`config.mk`:
```
export PLATFORM = sky130hd
export DESIGN_NAME = tpc_timer
export DESIGN_NICKNAME = d
export VERILOG_FILES = /design/src/core/tpc_pkg.sv /design/src/core/tpc_timer.sv
export SDC_FILE = /design/constraint.sdc
export NUM_CORES = 1
export LEC_CHECK = 0
export ABC_AREA = 0
export BUFFER_PORTS_ARGS = -buffer_cell sky130_fd_sc_hd__buf_2
export CAP_MARGIN = 20
export CORE_UTILIZATION = 45
export CTS_BUF_LIST = sky130_fd_sc_hd__clkbuf_8
export DETAILED_ROUTE_END_ITERATION = 10
export GPL_TIMING_DRIVEN = 0
export PLACE_DENSITY = 0.72
export SLEW_MARGIN = 0
export SYNTH_ARGS = -nofsm -noshare
export SYNTH_HDL_FRONTEND = slang
export SYNTH_SLANG_ARGS = --single-unit
```
`constraint.sdc`:
```
create_clock -name clock -period 3.2 [get_ports clock]
set_input_delay 0.16 -clock clock [delete_from_list [all_inputs] [get_ports clock]]
set_output_delay 0.16 -clock clock [all_outputs]
set_load 0.05 [all_outputs]
```
`src/core/tpc_pkg.sv`:
```
// Purpose: Shared constants and types for the timer capture/compare/PWM block.
// Assumes: Byte-wide register port, one clock, asynchronous active-low reset.
// Notes: Every offset and field position, and each multi-bit reset value, used by the block lives here.

package tpc_pkg;

	// Register port widths.
	localparam int ADDR_W = 8;
	localparam int DATA_W = 8;

	// Global register offsets.
	localparam logic [7:0] TSC_OFF = 8'h00;
	localparam logic [7:0] CNT_HI_OFF = 8'h01;
	localparam logic [7:0] CNT_LO_OFF = 8'h02;
	localparam logic [7:0] MOD_HI_OFF = 8'h03;
	localparam logic [7:0] MOD_LO_OFF = 8'h04;

	// Channel register layout: base plus stride per channel, then the byte within it.
	localparam logic [7:0] CH_BASE_OFF = 8'h05;
	localparam logic [7:0] CH_STRIDE = 8'h03;
	localparam logic [7:0] CH_CSC_SUB = 8'h00;
	localparam logic [7:0] CH_VHI_SUB = 8'h01;
	localparam logic [7:0] CH_VLO_SUB = 8'h02;

	// Field positions in the timer control/status byte.
	localparam int TSC_FLAG_BIT = 7;
	localparam int TSC_IE_BIT = 6;
	localparam int TSC_CAS_BIT = 5;
	localparam int TSC_RUN_BIT = 0;

	// Field positions in the channel control/status byte.
	localparam int CSC_FLAG_BIT = 7;
	localparam int CSC_IE_BIT = 6;
	localparam int CSC_MHI_BIT = 5;
	localparam int CSC_MLO_BIT = 4;
	localparam int CSC_ELHI_BIT = 3;
	localparam int CSC_ELLO_BIT = 2;

	// Edge/level codes: capture edges and compare pin actions share the encoding.
	localparam logic [1:0] EL_OFF = 2'h0;
	localparam logic [1:0] EL_TOGGLE = 2'h1;
	localparam logic [1:0] EL_CLEAR = 2'h2;
	localparam logic [1:0] EL_SET = 2'h3;

	// Counter and value constants.
	localparam logic [15:0] CNT_ZERO = 16'h0000;
	localparam logic [15:0] CNT_ONE = 16'h0001;
	localparam logic [15:0] CNT_FULL = 16'hffff;
	localparam logic [15:0] VAL_RESET = 16'h0000;
	localparam logic [7:0] BYTE_ZERO = 8'h00;

	// Channel operating modes, one-hot.
	typedef enum logic [3:0] {
		MODE_CAPTURE = 4'b0001,
		MODE_COMPARE = 4'b0010,
		MODE_EDGE_PWM = 4'b0100,
		MODE_CENTER_PWM = 4'b1000
	} tpc_mode_t;

endpackage

```
`src/core/tpc_timer.sv`:
```
// Purpose: 16-bit timer with per-channel capture, compare, edge and center PWM.
// Assumes: Pins and register strobes are synchronous to clock; counter advances each clock while running.
// Notes: Byte-wide registers with write buffering and read latching for 16-bit coherency.

`timescale 1ns/1ps
`default_nettype none

// What this block does
// With center select clear, each channel's mode bits pick capture, compare or edge PWM.
// Capture copies the counter into the channel value on the chosen pin edge.
// In capture, reading either value byte latches both until the other byte is read.
// Writing channel control/status drops partial value writes and resets byte sequencing.
// Each capture event sets the channel event flag.
// In compare, a counter match sets, clears or toggles the pin per edge/level bits.
// Compare action codes: 01 toggle, 10 clear, 11 set.
// Compare value loads from buffers only after both bytes are written.
// Compare and PWM channels set the event flag on every counter match.
// Edge PWM uses plain up-counting beside capture and compare channels.
// Edge PWM period comes from the modulus, width from overflow to match.
// Edge PWM polarity 0: overflow drives high, match low; polarity 1 inverts.
// Edge PWM value zero gives 0% duty; value above nonzero modulus gives 100%.
// Edge PWM duty loads when both bytes written and counter is zero.
// Center PWM counts up to modulus, down to zero; period and width doubled.
// Software keeps center-mode modulus in 0x0001..0x7FFF and never zero.
// Center PWM value zero or negative gives 0%; above nonzero modulus gives 100%.
// Center PWM polarity 0: up-count match drives low, down-count match drives high.
// Center PWM polarity 1 inverts, giving low-true pulses.
// Center mode modulus and value buffers load together at the turn-around.
// Writing timer control/status drops partial modulus writes and resets sequencing.
// Overflow flag sets at wrap to zero, or at turn-down from modulus.
// Overflow and per-channel interrupts are levels of flag and enable.
// Flags clear by read-while-set then write 0; a new event keeps them set.
module tpc_timer
	import tpc_pkg::*;
#(
	parameter int NUM_CH = 2
) (
	input wire logic clock,
	input wire logic rst_n,
	input wire logic [ADDR_W-1:0] reg_addr,
	input wire logic [DATA_W-1:0] reg_wdata,
	input wire logic reg_wr,
	input wire logic reg_rd,
	output logic [DATA_W-1:0] reg_rdata,
	input wire logic [NUM_CH-1:0] ch_pin_in,
	output logic [NUM_CH-1:0] ch_pin_out,
	output logic [NUM_CH-1:0] ch_pin_oe,
	output logic overflow_irq,
	output logic [NUM_CH-1:0] channel_irq
);

	logic [15:0] cnt_reg;
	logic dir_up_reg;
	logic [15:0] mod_reg;
	logic [15:0] mod_buf_reg;
	logic mod_hi_wr_reg;
	logic mod_lo_wr_reg;
	logic run_reg;
	logic center_align_select;
	logic overflow_irq_enable;
	logic counter_overflow_flag;
	logic ovf_armed_reg;
	logic [DATA_W-1:0] rd_data_reg;
	logic [DATA_W-1:0] rd_mux;
	logic [DATA_W-1:0] ch_rd_byte [NUM_CH];
	logic [15:0] term_cnt;
	logic ovf_evt;
	logic tsc_wr;
	logic tsc_rd;
	logic cnt_wr;
	logic mod_load;

	// Global register strobes.
	assign tsc_wr = reg_wr && (reg_addr == TSC_OFF);
	assign tsc_rd = reg_rd && (reg_addr == TSC_OFF);
	assign cnt_wr = reg_wr && ((reg_addr == CNT_HI_OFF) || (reg_addr == CNT_LO_OFF));

	// A zero modulus means the up-counter runs the full 16-bit range.
	assign term_cnt = (mod_reg == CNT_ZERO) ? CNT_FULL : mod_reg;

	// Overflow event: wrap to zero when up-counting, turn-down at modulus when centered.
	always_comb begin
		if (!run_reg || cnt_wr) begin
			ovf_evt = 1'b0;
		end else if (center_align_select) begin
			ovf_evt = dir_up_reg && (mod_reg != CNT_ZERO) && (cnt_reg >= mod_reg);
		end else begin
			ovf_evt = (cnt_reg == term_cnt);
		end
	end

	// Timer control bits written by software steer the counter and the channels.
	always_ff @(posedge clock or negedge rst_n) begin
		if (!rst_n) begin
			run_reg <= 1'b0;
			center_align_select <= 1'b0;
			overflow_irq_enable <= 1'b0;
		end else if (tsc_wr) begin
			run_reg <= reg_wdata[TSC_RUN_BIT];
			center_align_select <= reg_wdata[TSC_CAS_BIT];
			overflow_irq_enable <= reg_wdata[TSC_IE_BIT];
		end
	end

	// Main counter; writing either counter byte restarts it at zero going up.
	always_ff @(posedge clock or negedge rst_n) begin
		if (!rst_n) begin
			cnt_reg <= CNT_ZERO;
			dir_up_reg <= 1'b1;
		end else if (cnt_wr) begin
			cnt_reg <= CNT_ZERO;
			dir_up_reg <= 1'b1;
		end else if (run_reg) begin
			if (center_align_select) begin
				// A zero modulus has no turn-around match, so the counter parks there.
				if (dir_up_reg) begin
					if (mod_reg == CNT_ZERO) begin
						cnt_reg <= CNT_ZERO;
					end else if (cnt_reg >= mod_reg) begin
						cnt_reg <= cnt_reg - CNT_ONE;
						dir_up_reg <= 1'b0;
					end else begin
						cnt_reg <= cnt_reg + CNT_ONE;
					end
				end else if (cnt_reg == CNT_ZERO) begin
					cnt_reg <= cnt_reg + CNT_ONE;
					dir_up_reg <= 1'b1;
				end else begin
					cnt_reg <= cnt_reg - CNT_ONE;
				end
			end else begin
				dir_up_reg <= 1'b1;
				cnt_reg <= (cnt_reg == term_cnt) ? CNT_ZERO : cnt_reg + CNT_ONE;
			end
		end
	end

	// Modulus loads when both bytes are in; in center mode it waits for the turn-around.
	assign mod_load = mod_hi_wr_reg && mod_lo_wr_reg && (!center_align_select || ovf_evt);

	// Modulus byte buffers and their coherency sequence.
	always_ff @(posedge clock or negedge rst_n) begin
		if (!rst_n) begin
			mod_buf_reg <= VAL_RESET;
			mod_hi_wr_reg <= 1'b0;
			mod_lo_wr_reg <= 1'b0;
		end else if (tsc_wr) begin
			mod_hi_wr_reg <= 1'b0;
			mod_lo_wr_reg <= 1'b0;
		end else if (reg_wr && (reg_addr == MOD_HI_OFF)) begin
			mod_buf_reg[15:8] <= reg_wdata;
			mod_hi_wr_reg <= 1'b1;
		end else if (reg_wr && (reg_addr == MOD_LO_OFF)) begin
			mod_buf_reg[7:0] <= reg_wdata;
			mod_lo_wr_reg <= 1'b1;
		end else if (mod_load) begin
			mod_hi_wr_reg <= 1'b0;
			mod_lo_wr_reg <= 1'b0;
		end
	end

	// Active modulus that the counter compares against.
	always_ff @(posedge clock or negedge rst_n) begin
		if (!rst_n) begin
			mod_reg <= VAL_RESET;
		end else if (mod_load) begin
			mod_reg <= mod_buf_reg;
		end
	end

	// Overflow flag clear sequence; a new event disarms the pending clear so set wins.
	always_ff @(posedge clock or negedge rst_n) begin
		if (!rst_n) begin
			counter_overflow_flag <= 1'b0;
			ovf_armed_reg <= 1'b0;
		end else if (ovf_evt) begin
			counter_overflow_flag <= 1'b1;
			ovf_armed_reg <= 1'b0;
		end else if (tsc_rd && counter_overflow_flag) begin
			ovf_armed_reg <= 1'b1;
		end else if (tsc_wr) begin
			if (ovf_armed_reg && !reg_wdata[TSC_FLAG_BIT]) begin
				counter_overflow_flag <= 1'b0;
			end
			ovf_armed_reg <= 1'b0;
		end
	end

	assign overflow_irq = counter_overflow_flag && overflow_irq_enable;

	// Per-channel logic.
	for (genvar n = 0; n < NUM_CH; n++) begin : g_ch
		localparam logic [7:0] CSC_A = 8'(CH_BASE_OFF + CH_STRIDE * n + CH_CSC_SUB);
		localparam logic [7:0] VHI_A = 8'(CH_BASE_OFF + CH_STRIDE * n + CH_VHI_SUB);
		localparam logic [7:0] VLO_A = 8'(CH_BASE_OFF + CH_STRIDE * n + CH_VLO_SUB);
		logic [15:0] val_reg;
		logic [15:0] buf_reg;
		logic [15:0] latch_reg;
		logic [15:0] rd_src;
		logic vhi_wr_reg;
		logic vlo_wr_reg;
		logic latched_reg;
		logic first_hi_reg;
		logic flag_reg;
		logic armed_reg;
		logic channel_irq_enable;
		logic channel_mode_bit_hi;
		logic channel_mode_bit_lo;
		logic [1:0] el_reg;
		logic pin_prev_reg;
		logic out_reg;
		logic active_lvl;
		logic csc_wr;
		logic csc_rd;
		logic vhi_rd;
		logic vlo_rd;
		logic cap_evt;
		logic match;
		logic val_load;
		tpc_mode_t mode;

		assign csc_wr = reg_wr && (reg_addr == CSC_A);
		assign csc_rd = reg_rd && (reg_addr == CSC_A);
		assign vhi_rd = reg_rd && (reg_addr == VHI_A);
		assign vlo_rd = reg_rd && (reg_addr == VLO_A);

		// Center select overrides the per-channel mode bits.
		always_comb begin
			if (center_align_select) begin
				mode = MODE_CENTER_PWM;
			end else if (!channel_mode_bit_hi && !channel_mode_bit_lo) begin
				mode = MODE_CAPTURE;
			end else if (!channel_mode_bit_hi) begin
				mode = MODE_COMPARE;
			end else begin
				mode = MODE_EDGE_PWM;
			end
		end

		// Bit 0 of the edge code picks rising edges, bit 1 falling edges.
		assign cap_evt = (mode == MODE_CAPTURE) &&
			((el_reg[0] && ch_pin_in[n] && !pin_prev_reg) ||
			(el_reg[1] && !ch_pin_in[n] && pin_prev_reg));
		assign match = run_reg && (mode != MODE_CAPTURE) && (cnt_reg == val_reg);
		assign active_lvl = !el_reg[0];

		// Buffered value transfer point depends on the mode.
		always_comb begin
			case (mode)
				MODE_EDGE_PWM: val_load = vhi_wr_reg && vlo_wr_reg && (cnt_reg == CNT_ZERO);
				MODE_CENTER_PWM: val_load = vhi_wr_reg && vlo_wr_reg && ovf_evt;
				default: val_load = vhi_wr_reg && vlo_wr_reg;
			endcase
		end

		// Channel control bits.
		always_ff @(posedge clock or negedge rst_n) begin
			if (!rst_n) begin
				channel_irq_enable <= 1'b0;
				channel_mode_bit_hi <= 1'b0;
				channel_mode_bit_lo <= 1'b0;
				el_reg <= EL_OFF;
			end else if (csc_wr) begin
				channel_irq_enable <= reg_wdata[CSC_IE_BIT];
				channel_mode_bit_hi <= reg_wdata[CSC_MHI_BIT];
				channel_mode_bit_lo <= reg_wdata[CSC_MLO_BIT];
				el_reg <= reg_wdata[CSC_ELHI_BIT:CSC_ELLO_BIT];
			end
		end

		// Value byte buffers; a control write cancels a half-written value.
		always_ff @(posedge clock or negedge rst_n) begin
			if (!rst_n) begin
				buf_reg <= VAL_RESET;
				vhi_wr_reg <= 1'b0;
				vlo_wr_reg <= 1'b0;
			end else if (csc_wr) begin
				vhi_wr_reg <= 1'b0;
				vlo_wr_reg <= 1'b0;
			end else if (reg_wr && (reg_addr == VHI_A)) begin
				buf_reg[15:8] <= reg_wdata;
				vhi_wr_reg <= 1'b1;
			end else if (reg_wr && (reg_addr == VLO_A)) begin
				buf_reg[7:0] <= reg_wdata;
				vlo_wr_reg <= 1'b1;
			end else if (val_load) begin
				vhi_wr_reg <= 1'b0;
				vlo_wr_reg <= 1'b0;
			end
		end

		// Active channel value; a capture takes precedence over a buffered load.
		always_ff @(posedge clock or negedge rst_n) begin
			if (!rst_n) begin
				val_reg <= VAL_RESET;
			end else if (cap_evt) begin
				val_reg <= cnt_reg;
			end else if (val_load) begin
				val_reg <= buf_reg;
			end
		end

		// Read latch so the second byte read matches the first in capture mode.
		always_ff @(posedge clock or negedge rst_n) begin
			if (!rst_n) begin
				latch_reg <= VAL_RESET;
				latched_reg <= 1'b0;
				first_hi_reg <= 1'b0;
			end else if (csc_wr) begin
				latched_reg <= 1'b0;
			end else if ((vhi_rd || vlo_rd) && (mode == MODE_CAPTURE)) begin
				if (!latched_reg) begin
					latch_reg <= val_reg;
					latched_reg <= 1'b1;
					first_hi_reg <= vhi_rd;
				end else if (vhi_rd != first_hi_reg) begin
					latched_reg <= 1'b0;
				end
			end
		end

		// Channel event flag with the two-step clear; an event disarms the clear.
		always_ff @(posedge clock or negedge rst_n) begin
			if (!rst_n) begin
				flag_reg <= 1'b0;
				armed_reg <= 1'b0;
			end else if (cap_evt || match) begin
				flag_reg <= 1'b1;
				armed_reg <= 1'b0;
			end else if (csc_rd && flag_reg) begin
				armed_reg <= 1'b1;
			end else if (csc_wr) begin
				if (armed_reg && !reg_wdata[CSC_FLAG_BIT]) begin
					flag_reg <= 1'b0;
				end
				armed_reg <= 1'b0;
			end
		end

		always_ff @(posedge clock or negedge rst_n) begin
			if (!rst_n) begin
				pin_prev_reg <= 1'b0;
			end else begin
				pin_prev_reg <= ch_pin_in[n];
			end
		end

		// Pin output state per mode; match is checked before overflow so zero duty wins.
		always_ff @(posedge clock or negedge rst_n) begin
			if (!rst_n) begin
				out_reg <= 1'b0;
			end else begin
				case (mode)
					MODE_COMPARE: begin
						if (match) begin
							case (el_reg)
								EL_TOGGLE: out_reg <= !out_reg;
								EL_CLEAR: out_reg <= 1'b0;
								EL_SET: out_reg <= 1'b1;
								default: out_reg <= out_reg;
							endcase
						end
					end
					MODE_EDGE_PWM: begin
						if (match) begin
							out_reg <= !active_lvl;
						end else if (run_reg && (cnt_reg == CNT_ZERO)) begin
							out_reg <= active_lvl;
						end
					end
					MODE_CENTER_PWM: begin
						if ((val_reg == VAL_RESET) || val_reg[15]) begin
							out_reg <= !active_lvl;
						end else if (val_reg > mod_reg) begin
							out_reg <= active_lvl;
						end else if (match) begin
							out_reg <= dir_up_reg ? !active_lvl : active_lvl;
						end
					end
					default: out_reg <= out_reg;
				endcase
			end
		end

		assign ch_pin_out[n] = out_reg;
		assign ch_pin_oe[n] = (mode != MODE_CAPTURE) && (el_reg != EL_OFF);
		assign channel_irq[n] = flag_reg && channel_irq_enable;

		// Readback; capture mode shows the latched word once a byte has been read.
		assign rd_src = ((mode == MODE_CAPTURE) && latched_reg) ? latch_reg : val_reg;
		always_comb begin
			if (reg_addr == CSC_A) begin
				ch_rd_byte[n] = {flag_reg, channel_irq_enable, channel_mode_bit_hi,
					channel_mode_bit_lo, el_reg, 2'h0};
			end else if (reg_addr == VHI_A) begin
				ch_rd_byte[n] = rd_src[15:8];
			end else if (reg_addr == VLO_A) begin
				ch_rd_byte[n] = rd_src[7:0];
			end else begin
				ch_rd_byte[n] = BYTE_ZERO;
			end
		end
	end

	// Read multiplexer; unmapped addresses read as zero.
	always_comb begin
		case (reg_addr)
			TSC_OFF: rd_mux = {counter_overflow_flag, overflow_irq_enable,
				center_align_select, 4'h0, run_reg};
			CNT_HI_OFF: rd_mux = cnt_reg[15:8];
			CNT_LO_OFF: rd_mux = cnt_reg[7:0];
			MOD_HI_OFF: rd_mux = mod_reg[15:8];
			MOD_LO_OFF: rd_mux = mod_reg[7:0];
			default: rd_mux = BYTE_ZERO;
		endcase
		for (int i = 0; i < NUM_CH; i++) begin
			rd_mux = rd_mux | ch_rd_byte[i];
		end
	end

	// Read data stands only in the cycle after the read strobe.
	always_ff @(posedge clock or negedge rst_n) begin
		if (!rst_n) begin
			rd_data_reg <= BYTE_ZERO;
		end else begin
			rd_data_reg <= reg_rd ? rd_mux : BYTE_ZERO;
		end
	end

	assign reg_rdata = rd_data_reg;

endmodule

`default_nettype wire

```
==> impl_metrics.csv, run 1 <==
group,metric,value,unit
synthesis,synth_seq_cells,186,
placement,gp_routability_congestion,0.9692,
sta,fin_worst_skew,0.01574,ns
synthesis,count_of_yosys_warnings_during_synthesis,0,
sta,final_period_minus_worst_setup_slack,3.153,ns
pwr,power_leakage,0.005680,uW
route,wl_per_cell,24.57,um
synthesis,mappedNetlistNets,1257,
synthesis,avg_cell_area_syn,9.606,um2
die,fp.dieW,160.7,um
synthesis,syn-cell-area,11330,um2
grt,grtUsageTotal,0.3083,
synthesis,synthCells,1180,
route,firstDrtPassIters,5,
cells_and_area,antenna-diode-count,0,
pwr,p_per_area,501.9,nW/um2
placement,setup_ws_pre_cts,-0.6425,ns
sta,timing.final.crit_share,0.9854,
critical_path,setup.worst_path.end_class,"flop",
cells_and_area,n_fill_cell,2324,
die,core_area,24530,um2
critical_path,timing.setup.critical_path_class,"flop to flop",
sta,hold_violations,0,
synthesis,synthArstFlopShare,1.000,
pwr,power_report.internal_total,3770,uW
pwr,power.ir.vdd_worst,0.2434,mV
pwr,p_sw,2549,uW
cells_and_area,layout.cells.most_common_list,"sky130_fd_sc_hd__nand2_1 (187), sky130_fd_sc_hd__dfrtp_1 (180), sky130_fd_sc_hd__mux2_2 (76), sky130_fd_sc_hd__o21ai_0 (72), sky130_fd_sc_hd__ha_1 (55)",
synthesis,number_of_synthesized_flops_with_an_enable_pin,0,
route,drt_drc_violations_left,0,
sta,achievable-frequency,317.1,MHz
synthesis,synth-main-ff-cell,"sky130_fd_sc_hd__dfrtp_1",
grt,overflow,0,
cts,ctsHtreeMaxLevel,4,
sta,setup_viol,0,
route,drt_iter0_drc,1017,
die,dieHeight,160.7,um
critical_path,cp_max_fo,6,
run_status,run_status,"completed",
pwr,power.share.clock,0.266,
cells_and_area,nNetsFinal,1319,
die,top_level_ports,37,
synthesis,synth.top_cells.by_area,"sky130_fd_sc_hd__dfrtp_1 (41%), sky130_fd_sc_hd__mux2_2 (7.6%), sky130_fd_sc_hd__nand2_1 (6.2%)",
route,routed_wl,38790,um
cells_and_area,final_core_util,0.5133,
cts,cts_root_buffer,"sky130_fd_sc_hd__clkbuf_8",
synthesis,netlist.area_leader.share,0.4084,
critical_path,critical_path_required,3.60,ns
grt,grt_pass1_wl,58830,um
route,detailed_route_via_count,10090,
cts,tritoncts,"built",
placement,place_inst,1540,
sta,final.setup.worst_slack,0.04687,ns
cells_and_area,instances_no_fill,1579,
critical_path,worstSetupStartpointType,"flop",
sta,slew_viol_final,0,
placement,numPortBuffers,35,
die,placementRows,57,
sta,holdWs,0.06132,ns
sta,max_slew_margin,0.2842,
grt,antenna_found_initial,1,
flow_run,max-cap-violations,0,
pwr,p_comb_frac,0.292,
cells_and_area,proportion_of_layout_cells_with_a_drive_suffix_above_1,0.1865,
pwr,power.share.sequential,0.442,
die,dieArea,25830,um2
cells_and_area,most_common_cell_after_layout_fill_and_taps_aside,"sky130_fd_sc_hd__nand2_1",
cts,cts.sink_count,186,
worst_hold_path,min-delay-path-class,"primary input to flop",
route,viasPerCell,6.390,
synthesis,synth-seq-area-share,0.4108,
sta,worst-slew-pin-transition,1.065,ns
grt,via_count_of_the_first_global_routing_pass,9283,
grt,grt_max_degree,113,
cts,cts_buffer_depth,2,
cts,cts.clk_slew.worst_paths,0.12,ns
cells_and_area,synthesis_to_layout_area_growth,11.09,%
cts,clk_latency,0.51,ns
synthesis,synth_cell_types,80,
cts,tritoncts_buffers,17,
pwr,power_switching_share,0.4034,
die,start_util,0.4620,
synthesis,synth_area_leader_cell,"sky130_fd_sc_hd__dfrtp_1",
route,final_antenna_net_count,0,
placement,dp_hpwl,28050,um
critical_path,critical_path_arrival,3.55,ns
-- cell usage after synthesis, types with 32 or more instances --
cell type / count
sky130_fd_sc_hd__mux2_2: 76
sky130_fd_sc_hd__nor2_1: 44
sky130_fd_sc_hd__ha_1: 55
sky130_fd_sc_hd__inv_1: 39
sky130_fd_sc_hd__o21ai_0: 73
sky130_fd_sc_hd__clkbuf_1: 38
sky130_fd_sc_hd__dfrtp_1: 185
sky130_fd_sc_hd__nand2_1: 187
sky130_fd_sc_hd__a21oi_1: 32
sky130_fd_sc_hd__xnor2_1: 40
sky130_fd_sc_hd__mux2i_1: 48
-- stage by stage --
stage	TNS [ns]	area [um2]	total power, uW
after global placement	-229.09	11920	4508
after global routing	-0.01811	12590	6558
after floorplan	0	11330	3863
after detailed placement	-31.97	11950	4540
after CTS	0	12460	6205
final	0	12590	6320
-- cell families after synthesis --
logic type,share of synthesized area
adders and majority gates,0.06071
AOI/OAI and AO/OA,0.1617
and+or+nand+nor,0.1600
xor gates and xnor gates,0.03864
muxes,0.1242
buffers and inverters,0.04404
DFF,0.4108
-- routing by layer --
layer	GRT usage	vias up	routed length, um
met2	0.4662	582	17100
met1	0.4364	4936	16250
met5	0	-	0
met4	0.1171	0	1645
li1	-	4446	-
met3	0.06043	126	3798
-- layout make-up --
class / count / area, um2 / area share
multi-input combinational: 881 / 6281 / 0.4988
sequential: 186 / 4662 / 0.3702
tap: 324 / 405.4 / 0.03219
buffer: 72 / 371.6 / 0.02951
timing repair buffer: 44 / 292.8 / 0.02325
clock buffer: 17 / 234.0 / 0.01858
clock inverter: 15 / 191.4 / 0.01520
inverter: 40 / 153.9 / 0.01222
-- path summary, 6_finish.rpt --
path,start,end,slack (ns),depth (start not counted)
max in group asynchronous,rst_n,g_ch[0].buf_reg[7],1.99,3
hold reg to reg,g_ch[0].latch_reg[4],g_ch[0].latch_reg[4],0.49,2
setup / recovery,mod_reg[7],g_ch[0].out_reg,0.05,9
min in group asynchronous,rst_n,cnt_reg[0],0.21,2
setup reg to reg,mod_reg[7],g_ch[0].out_reg,0.05,9
hold / removal,reg_wdata[2],g_ch[1].el_reg[0],0.06,3
-- power groups by stage --
stage | clock network [uW] | registers (uW) | logic [uW]
finish | 1680 | 2800 | 1840
global route | 1770 | 2810 | 1980
CTS | 1680 | 2770 | 1750
detailed placement | 0 | 2820 | 1720
global placement | 0 | 2810 | 1690
floorplan | 0 | 2710 | 1150
-- repair_timing --
action | 4_1_cts | 5_1_grt
gates resized for setup | 18 | 41
setup buffers | 0 | 5
hold endpoints to repair | 75 | 0
endpoints found under the setup margin | 75 | 75
pin swaps | 0 | 2
cloned | 0 | 0
hold buffers | 3 | 0
-- critical path, cell delays in order, from the launching register on --
cell and delay, ns:
sky130_fd_sc_hd__dfrtp_1 0.51, sky130_fd_sc_hd__inv_1 0.24, sky130_fd_sc_hd__ha_1 0.27, sky130_fd_sc_hd__or4_1 0.52, sky130_fd_sc_hd__a21oi_1 0.14, sky130_fd_sc_hd__a211oi_1 0.12
sky130_fd_sc_hd__o41ai_1 0.69, sky130_fd_sc_hd__xnor2_1 0.19, sky130_fd_sc_hd__a21oi_1 0.08, sky130_fd_sc_hd__mux2_2 0.29
Note: power is estimated with default switching activity, not from simulation.
==> run 2, diff against run 1 <==
--- a/config.mk
+++ b/config.mk
@@ -5,9 +5,10 @@
 export SDC_FILE = /design/constraint.sdc
 export NUM_CORES = 1
 export LEC_CHECK = 0
-export ABC_AREA = 0
+export ABC_AREA = 1
 export BUFFER_PORTS_ARGS = -buffer_cell sky130_fd_sc_hd__buf_2
 export CAP_MARGIN = 20
+export CORE_MARGIN = 2
 export CORE_UTILIZATION = 45
 export CTS_BUF_LIST = sky130_fd_sc_hd__clkbuf_8
 export DETAILED_ROUTE_END_ITERATION = 10
==> run 2 against run 1 <==
- non-clock buffer count decreased by 8
- count of clock-buffer cells in the layout is 1 higher
- sequential cell count did not move
- die area up 10%
- combinational power is 48% higher
- highest routed layer unchanged
==> impl_metrics.csv, run 2 <==
group,metric,value,unit
run_status,run_status,"completed",
route,drt_drc_violations_left,0,
cts,tritoncts,"built",
critical_path,critical_path_arrival,3.50,ns
die,dieHeight,168.8,um
synthesis,synth_area_leader_cell,"sky130_fd_sc_hd__dfrtp_1",
sta,holdWs,0.04110,ns
grt,antenna_found_initial,0,
cts,ctsHtreeMaxLevel,4,
critical_path,timing.setup.critical_path_class,"flop to flop",
critical_path,critical_path.reg2reg.startpoint,"cnt_reg[0]",
cells_and_area,nNetsFinal,1815,
pwr,power.share.sequential,0.402,
grt,grt_pass1_wl,67250,um
synthesis,synthCells,1679,
sta,rsz0062_at_grt,"false",
route,drt_iter0_drc,1387,
pwr,power_report.internal_total,4058,uW
die,placementRows,60,
critical_path,worstSetupStartpointType,"flop",
die,top_level_ports,37,
sta,achievable-frequency,320.1,MHz
synthesis,yosys.cell_count.top_type,"sky130_fd_sc_hd__nand2_1",
synthesis,mappedNetlistNets,1756,
cells_and_area,antenna-diode-count,0,
flow_run,max-cap-violations,0,
cts,cts.sink_count,186,
pwr,p_comb_frac,0.372,
placement,dp_hpwl,32480,um
sta,fin_worst_skew,0.02784,ns
sta,setup_viol,0,
grt,grt_max_degree,101,
cells_and_area,proportion_of_layout_cells_with_a_drive_suffix_above_1,0.1188,
grt,overflow,0,
cells_and_area,layout.cells.most_common_list,"sky130_fd_sc_hd__nand2_1 (473), sky130_fd_sc_hd__dfrtp_1 (185), sky130_fd_sc_hd__o21ai_0 (156), sky130_fd_sc_hd__inv_1 (155), sky130_fd_sc_hd__nor2_1 (131)",
critical_path,cp_max_fo,10,
sta,setup-tns-final,0,ns
synthesis,number_of_synthesized_flops_with_an_enable_pin,0,
cells_and_area,synthesis_to_layout_area_growth,8.911,%
route,firstDrtPassIters,5,
pwr,power.ir.vdd_worst,0.3913,mV
pwr,p_per_area,551.9,nW/um2
die,core_area,26800,um2
critical_path,crit_start,"cnt_reg[0]",
synthesis,synth-seq-area-share,0.3811,
sta,final_period_minus_worst_setup_slack,3.124,ns
cells_and_area,most_common_cell_after_layout_fill_and_taps_aside,"sky130_fd_sc_hd__nand2_1",
cts,clk_latency,0.49,ns
synthesis,synth.top_cells.by_area,"sky130_fd_sc_hd__dfrtp_1 (38%), sky130_fd_sc_hd__nand2_1 (15%), sky130_fd_sc_hd__o21ai_0 (6.4%)",
synthesis,synth_cell_types,54,
sta,slew_viol_final,0,
critical_path,critical_path_required,3.58,ns
synthesis,synth-main-ff-cell,"sky130_fd_sc_hd__dfrtp_1",
pwr,power_switching_share,0.4473,
placement,gp_routability_congestion,0.9972,
pwr,power_leakage,0.006715,uW
die,dieArea,28480,um2
sta,worst-slew-pin-transition,0.9048,ns
synthesis,synthArstFlopShare,1.000,
synthesis,count_of_yosys_warnings_during_synthesis,0,
sta,hold_violations,0,
sta,max_slew_margin,0.3946,
worst_hold_path,whs_path_cells,5,
cts,tritoncts_buffers,17,
placement,numPortBuffers,35,
cts,cts.clk_slew.worst_paths,0.12,ns
synthesis,synth_commonest_cells,"sky130_fd_sc_hd__nand2_1 (473), sky130_fd_sc_hd__dfrtp_1 (185), sky130_fd_sc_hd__o21ai_0 (156)",
cts,cts_root_buffer,"sky130_fd_sc_hd__clkbuf_8",
grt,grtUsageTotal,0.3155,
critical_path,crit-reg2reg-capture,"g_ch[0].val_reg[12]",
sta,timing.final.crit_share,0.9762,
worst_hold_path,min-delay-path-class,"primary input to flop",
grt,via_count_of_the_first_global_routing_pass,11420,
cells_and_area,finalInstanceArea,13300,um2
pwr,power.share.clock,0.227,
pwr,p_sw,3284,uW
die,start_util,0.4558,
critical_path,setup.worst_path.end_class,"flop",
route,final_antenna_net_count,0,
synthesis,netlist.area_leader.share,0.3790,
route,detailed_route_via_count,12070,
worst_hold_path,worstHoldStart,"reg_wdata[7]",
synthesis,synth_seq_cells,186,
die,fp.dieW,168.8,um
worst_hold_path,endpoint_worst_hold,"counter_overflow_flag",
placement,postPlaceCellArea,12860,um2
synthesis,avg_cell_area_syn,7.275,um2
cts,cts_buffer_depth,2,
critical_path,r2r_slack,0.08,ns
route,wl_per_cell,21.09,um
synthesis,syn-cell-area,12220,um2
route,viasPerCell,5.767,
critical_path,worstRegToRegCells,14,
route,routed_wl,44120,um
## run 2: changes by cell type after synthesis, moves of 13 or more
cell,delta
sky130_fd_sc_hd__nor2_1,+87
sky130_fd_sc_hd__nand2_2,+20
sky130_fd_sc_hd__inv_1,+115
sky130_fd_sc_hd__inv_2,+15
sky130_fd_sc_hd__mux2_2,-76
sky130_fd_sc_hd__o21ai_0,+83
sky130_fd_sc_hd__mux2i_1,-47
sky130_fd_sc_hd__nand2_1,+286
sky130_fd_sc_hd__clkbuf_1,-15
sky130_fd_sc_hd__nand3_1,+84
sky130_fd_sc_hd__a41oi_1,-13
sky130_fd_sc_hd__a21oi_1,+56
sky130_fd_sc_hd__xnor2_1,-30
## run 2: critical path: stages, from the launching register on
cell                         delay [ns]
sky130_fd_sc_hd__dfrtp_1           0.71
sky130_fd_sc_hd__clkinvlp_4        0.27
sky130_fd_sc_hd__ha_1              0.32
sky130_fd_sc_hd__nand2_1           0.04
sky130_fd_sc_hd__nor2_1            0.18
sky130_fd_sc_hd__nand3_1           0.17
sky130_fd_sc_hd__nand3_2           0.14
sky130_fd_sc_hd__nand2_2           0.12
sky130_fd_sc_hd__o21ai_2           0.26
sky130_fd_sc_hd__nand2_2           0.16
sky130_fd_sc_hd__nand2_2           0.14
sky130_fd_sc_hd__nand2_4           0.11
sky130_fd_sc_hd__buf_2             0.21
sky130_fd_sc_hd__nand3_1           0.09
sky130_fd_sc_hd__nand2_1           0.06
## run 2: layout make-up
class	count	area, um2
clock inverters	14	160.2
repair buffers	41	254.0
fillers	2670	13500
flip-flops and latches	186	4656
inverters	175	661.9
multi-input cells	1250	6534
well taps	341	426.7
plain buffers	67	364.1
clock buffers	18	247.7
## run 2: stage by stage
| step | worst slack [ns] | total power, uW | utilization | cells |
|---|---|---|---|---|
| finish | 0.07619 | 7342 | 0.4964 | 2092 |
| global route | 0.01378 | 7701 | 0.4964 | 2092 |
| CTS | 0.2113 | 7239 | 0.4964 | 2092 |
| detailed placement | -0.1391 | 5587 | 0.4798 | 2057 |
| global placement | -1.133 | 5534 | 0.4782 | 2055 |
| floorplan | 0.9092 | 4605 | - | 1679 |
## run 2: power groups by stage
| stage | Clock [uW] | Combinational (uW) | Sequential [uW] |
|---|---|---|---|
| 2_1_floorplan | 0 | 1780 | 2820 |
| 3_3_place_gp | 0 | 2570 | 2960 |
| 3_5_place_dp | 0 | 2620 | 2970 |
| 4_1_cts | 1670 | 2650 | 2930 |
| 5_1_grt | 1760 | 2970 | 2960 |
| 6_report | 1660 | 2730 | 2950 |
## run 2: how the worst max path moves through the flow
| stage | end | slack (ns) | cells after the start |
|---|---|---|---|
| after global placement | mod_buf_reg[5] | -1.13 | 1 |
| after floorplan | g_ch[1].val_reg[10] | 0.91 | 21 |
| after detailed placement | g_ch[1].val_reg[12] | -0.14 | 21 |
| after global routing | g_ch[0].val_reg[13] | 0.01 | 16 |
| after CTS | g_ch[0].val_reg[12] | 0.21 | 14 |
| final | g_ch[0].val_reg[12] | 0.08 | 14 |
## run 2: cell families (layout without fill, tap and decap cells)
group           count (synthesis)  count (layout)  share of synthesized area
flops                         186             186                     0.3811
xor+xnor                       30              30                    0.02151
fa+ha+maj                      55              55                    0.05634
mux                             1               1                  0.0008195
buf+inv                       243             315                    0.08399
simple gates                  834             834                     0.3060
compound gates                330             330                     0.1503
## run 2: repair_timing
| item | 4_1_cts | 5_1_grt |
|---|---|---|
| resized for setup | 1 | 0 |
| buffers inserted | 1 | 0 |
| hold buffers | 3 | 0 |
| endpoints found under the hold margin | 100 | 0 |
| endpoints found under the setup margin | 48 | 0 |
## run 2: per-layer routing
metal	vias to the layer above	wire [um]	global-route usage
li1	5655	-	-
met3	130	3931	0.05518
met5	-	0	0
met1	5646	18560	0.4319
met4	0	1942	0.1391
met2	634	19680	0.4920
==> run 3, diff against run 2 <==
--- a/config.mk
+++ b/config.mk
@@ -13,7 +13,7 @@
 export CTS_BUF_LIST = sky130_fd_sc_hd__clkbuf_8
 export DETAILED_ROUTE_END_ITERATION = 10
 export GPL_TIMING_DRIVEN = 0
-export PLACE_DENSITY = 0.72
+export PLACE_DENSITY = 0.74
 export SLEW_MARGIN = 0
 export SYNTH_ARGS = -nofsm -noshare
 export SYNTH_HDL_FRONTEND = slang
==> constraint.sdc (replaced) <==
create_clock -name clock -period 2.7 [get_ports clock]
set_input_delay 0.135 -clock clock [delete_from_list [all_inputs] [get_ports clock]]
set_output_delay 0.135 -clock clock [all_outputs]
set_load 0.05 [all_outputs]
==> run 3 against run 2 <==
- the flow now finishes with violations (setup timing)
- non-clock buffer count increased by 35
- die area unchanged
- clock power increased by 23%
- global-route usage about the same
- clock skew decreased by 0.0048 ns
- count of clock-buffer cells in the layout decreased by 1
==> impl_metrics.csv, run 3 (synthesis results as in run 2) <==
group,metric,value,unit
run_status,run_status,"finished, violations left",
run_status,violated_checks,"setup timing",
cells_and_area,proportion_of_layout_cells_with_a_drive_suffix_above_1,0.1557,
placement,place_inst,2057,
grt,overflow,0,
die,fp.dieW,168.8,um
sta,final_period_minus_worst_setup_slack,2.753,ns
grt,grt_pass1_wl,67490,um
die,placementRows,60,
grt,grtUsageTotal,0.3159,
sta,achievable-frequency,363.3,MHz
die,top_level_ports,37,
sta,fin_worst_skew,0.02308,ns
pwr,power.share.sequential,0.389,
cts,cts.sink_count,186,
cells_and_area,layout.cells.most_common_list,"sky130_fd_sc_hd__nand2_1 (471), sky130_fd_sc_hd__dfrtp_1 (179), sky130_fd_sc_hd__o21ai_0 (156), sky130_fd_sc_hd__inv_1 (146), sky130_fd_sc_hd__nor2_1 (121)",
pwr,power.ir.vdd_worst,0.3715,mV
critical_path,critical-path-top-delay-family,"simple AND/OR/NAND/NOR gates",
sta,final.setup.worst_slack,-0.05277,ns
pwr,power_switching_share,0.4355,
sta,worst-slew-pin-transition,0.9464,ns
cells_and_area,nNetsFinal,1850,
sta,slew_viol_final,0,
sta,max_slew_margin,0.3667,
grt,via_count_of_the_first_global_routing_pass,11230,
route,firstDrtPassIters,6,
critical_path,critical_path_arrival,3.16,ns
route,routed_wl,45060,um
die,start_util,0.4558,
cells_and_area,final_core_util,0.5141,
placement,gp_routability_congestion,0.9945,
route,final_antenna_net_count,0,
grt,grt_max_degree,112,
route,viasPerCell,5.857,
sta,hold_violations,0,
critical_path,critical_path_required,3.11,ns
pwr,p_comb_frac,0.382,
sta,setup_viol,36,
cells_and_area,synthesis_to_layout_area_growth,12.78,%
critical_path,critical_path.most_common_cell,"sky130_fd_sc_hd__nand2_4",
die,dieHeight,168.8,um
critical_path,crit_slowest_cell,"sky130_fd_sc_hd__dfrtp_1",
route,drt_iter0_drc,1352,
pwr,p_per_area,649.8,nW/um2
cells_and_area,most_common_cell_after_layout_fill_and_taps_aside,"sky130_fd_sc_hd__nand2_1",
cts,ctsHtreeMaxLevel,4,
cts,cts_root_buffer,"sky130_fd_sc_hd__clkbuf_8",
sta,timing.final.crit_share,1.020,
pwr,power.share.clock,0.228,
critical_path,crit_path_cells,"clkinvlp_4 -> ha_1 -> nand4_1 -> nor3_4 -> nand3_2 -> nand3_4 -> nand2_4 -> o21ai_4 -> nand2_4 -> nand2_2 -> nand2_4 -> nand2_4 -> buf_6 -> nand2_1 -> nand2_1",
placement,dp_hpwl,32120,um
sta,rsz0062_at_grt,"true",
cts,tritoncts,"built",
die,dieArea,28480,um2
pwr,power_leakage,0.006824,uW
critical_path,setup.worst_path.end_class,"flop",
critical_path,cp_max_fo,10,
route,wl_per_cell,21.20,um
cts,tritoncts_buffers,17,
route,detailed_route_via_count,12450,
pwr,power_report.internal_total,5053,uW
cts,cts_buffer_depth,2,
cts,clk_latency,0.49,ns
cells_and_area,antenna-diode-count,0,
route,drt_drc_violations_left,0,
die,core_area,26800,um2
flow_run,max-cap-violations,0,
cells_and_area,instances_no_fill,2126,
critical_path,critPathBufInv,2,
placement,numPortBuffers,35,
critical_path,timing.setup.critical_path_class,"flop to flop",
critical_path,worstSetupStartpointType,"flop",
critical_path,critPathMaxStageDelay,0.44,ns
grt,antenna_found_initial,1,
cts,cts.clk_slew.worst_paths,0.11,ns
pwr,p_sw,3899,uW
worst_hold_path,min-delay-path-class,"primary input to flop",
-- run 3: changes by cell type in the layout (fill, tap and decap cells not counted), moves of 5 or more --
| cell | previous run | this run |
|---|---|---|
| sky130_fd_sc_hd__nor2_2 | 12 | 21 |
| sky130_fd_sc_hd__buf_4 | 9 | 42 |
| sky130_fd_sc_hd__buf_6 | 6 | 12 |
| sky130_fd_sc_hd__nor2_1 | 131 | 121 |
| sky130_fd_sc_hd__dfrtp_1 | 185 | 179 |
| sky130_fd_sc_hd__clkinvlp_4 | 2 | 14 |
| sky130_fd_sc_hd__inv_1 | 155 | 146 |
| sky130_fd_sc_hd__dfrtp_2 | 0 | 6 |
| sky130_fd_sc_hd__buf_2 | 63 | 58 |
-- run 3: through the flow --
| stage | power (uW) | hold WS, ns | instance area (um2) | TNS [ns] | worst slack (ns) |
|---|---|---|---|---|---|
| floorplan | 5457 | -0.1606 | 12220 | 0 | 0.4092 |
| global placement | 6524 | 0.2764 | 12820 | -316.84 | -1.562 |
| detailed placement | 6595 | 0.1590 | 12870 | -32.60 | -0.6016 |
| CTS | 8752 | 0.02245 | 13520 | 0 | 0.02645 |
| global route | 9339 | 0.05676 | 13780 | -3.002 | -0.09580 |
| finish | 8952 | 0.04126 | 13780 | -0.7067 | -0.05277 |
-- run 3: repair_timing --
| item | 4_1_cts | 5_1_grt |
|---|---|---|
| gates cloned | 0 | 1 |
| endpoints found under the setup margin | 74 | 63 |
| endpoints found under the hold margin | 76 | 0 |
| hold buffers | 3 | 0 |
| gates resized for setup | 23 | 37 |
| buffers inserted | 17 | 17 |
| pin swaps | 3 | 10 |
-- run 3: power groups by stage --
stage | Combinational [uW] | Clock [uW] | Sequential, uW
floorplan | 2110 | 0 | 3350
global placement | 3010 | 0 | 3520
detailed placement | 3070 | 0 | 3530
CTS | 3250 | 2040 | 3460
global route | 3680 | 2150 | 3510
finish | 3420 | 2040 | 3490
-- run 3: final cells by class --
class,instances,area [um2]
clock buffers,17,234.0
clock inverters,14,173.9
well taps,341,426.7
fillers,2554,13020
inverters,175,699.4
plain buffers,68,399.1
flip-flops and latches,186,4663
repair buffers,75,523.0
multi-input cells,1250,6658
-- run 3: worst min-delay path: stages --
cell and delay (ns):
sky130_fd_sc_hd__buf_2 0.14, sky130_fd_sc_hd__nor2_1 0.06, sky130_fd_sc_hd__nand2_1 0.05, sky130_fd_sc_hd__nand2_1 0.05, sky130_fd_sc_hd__nand2_1 0.05
-- run 3: path summary, 6_finish.rpt --
| check | start | to | slack [ns] | depth (start not counted) |
|---|---|---|---|---|
| setup / recovery | mod_reg[10] | g_ch[0].val_reg[12] | -0.05 | 15 |
| hold / removal | reg_wdata[7] | counter_overflow_flag | 0.04 | 5 |
| setup reg to reg | mod_reg[10] | g_ch[0].val_reg[12] | -0.05 | 15 |
| hold reg to reg | g_ch[0].latch_reg[14] | g_ch[0].latch_reg[14] | 0.48 | 2 |
| max in group asynchronous | rst_n | mod_reg[13] | 1.45 | 3 |
| min in group asynchronous | rst_n | g_ch[1].latch_reg[13] | 0.21 | 2 |
-- run 3: routing by layer --
layer,GRT usage,up-vias,part of all wire
li1,-,5721,-
met5,0,-,0
met3,0.05705,120,0.11
met2,0.4838,706,0.43
met1,0.4456,5905,0.42
met4,0.1226,0,0.040
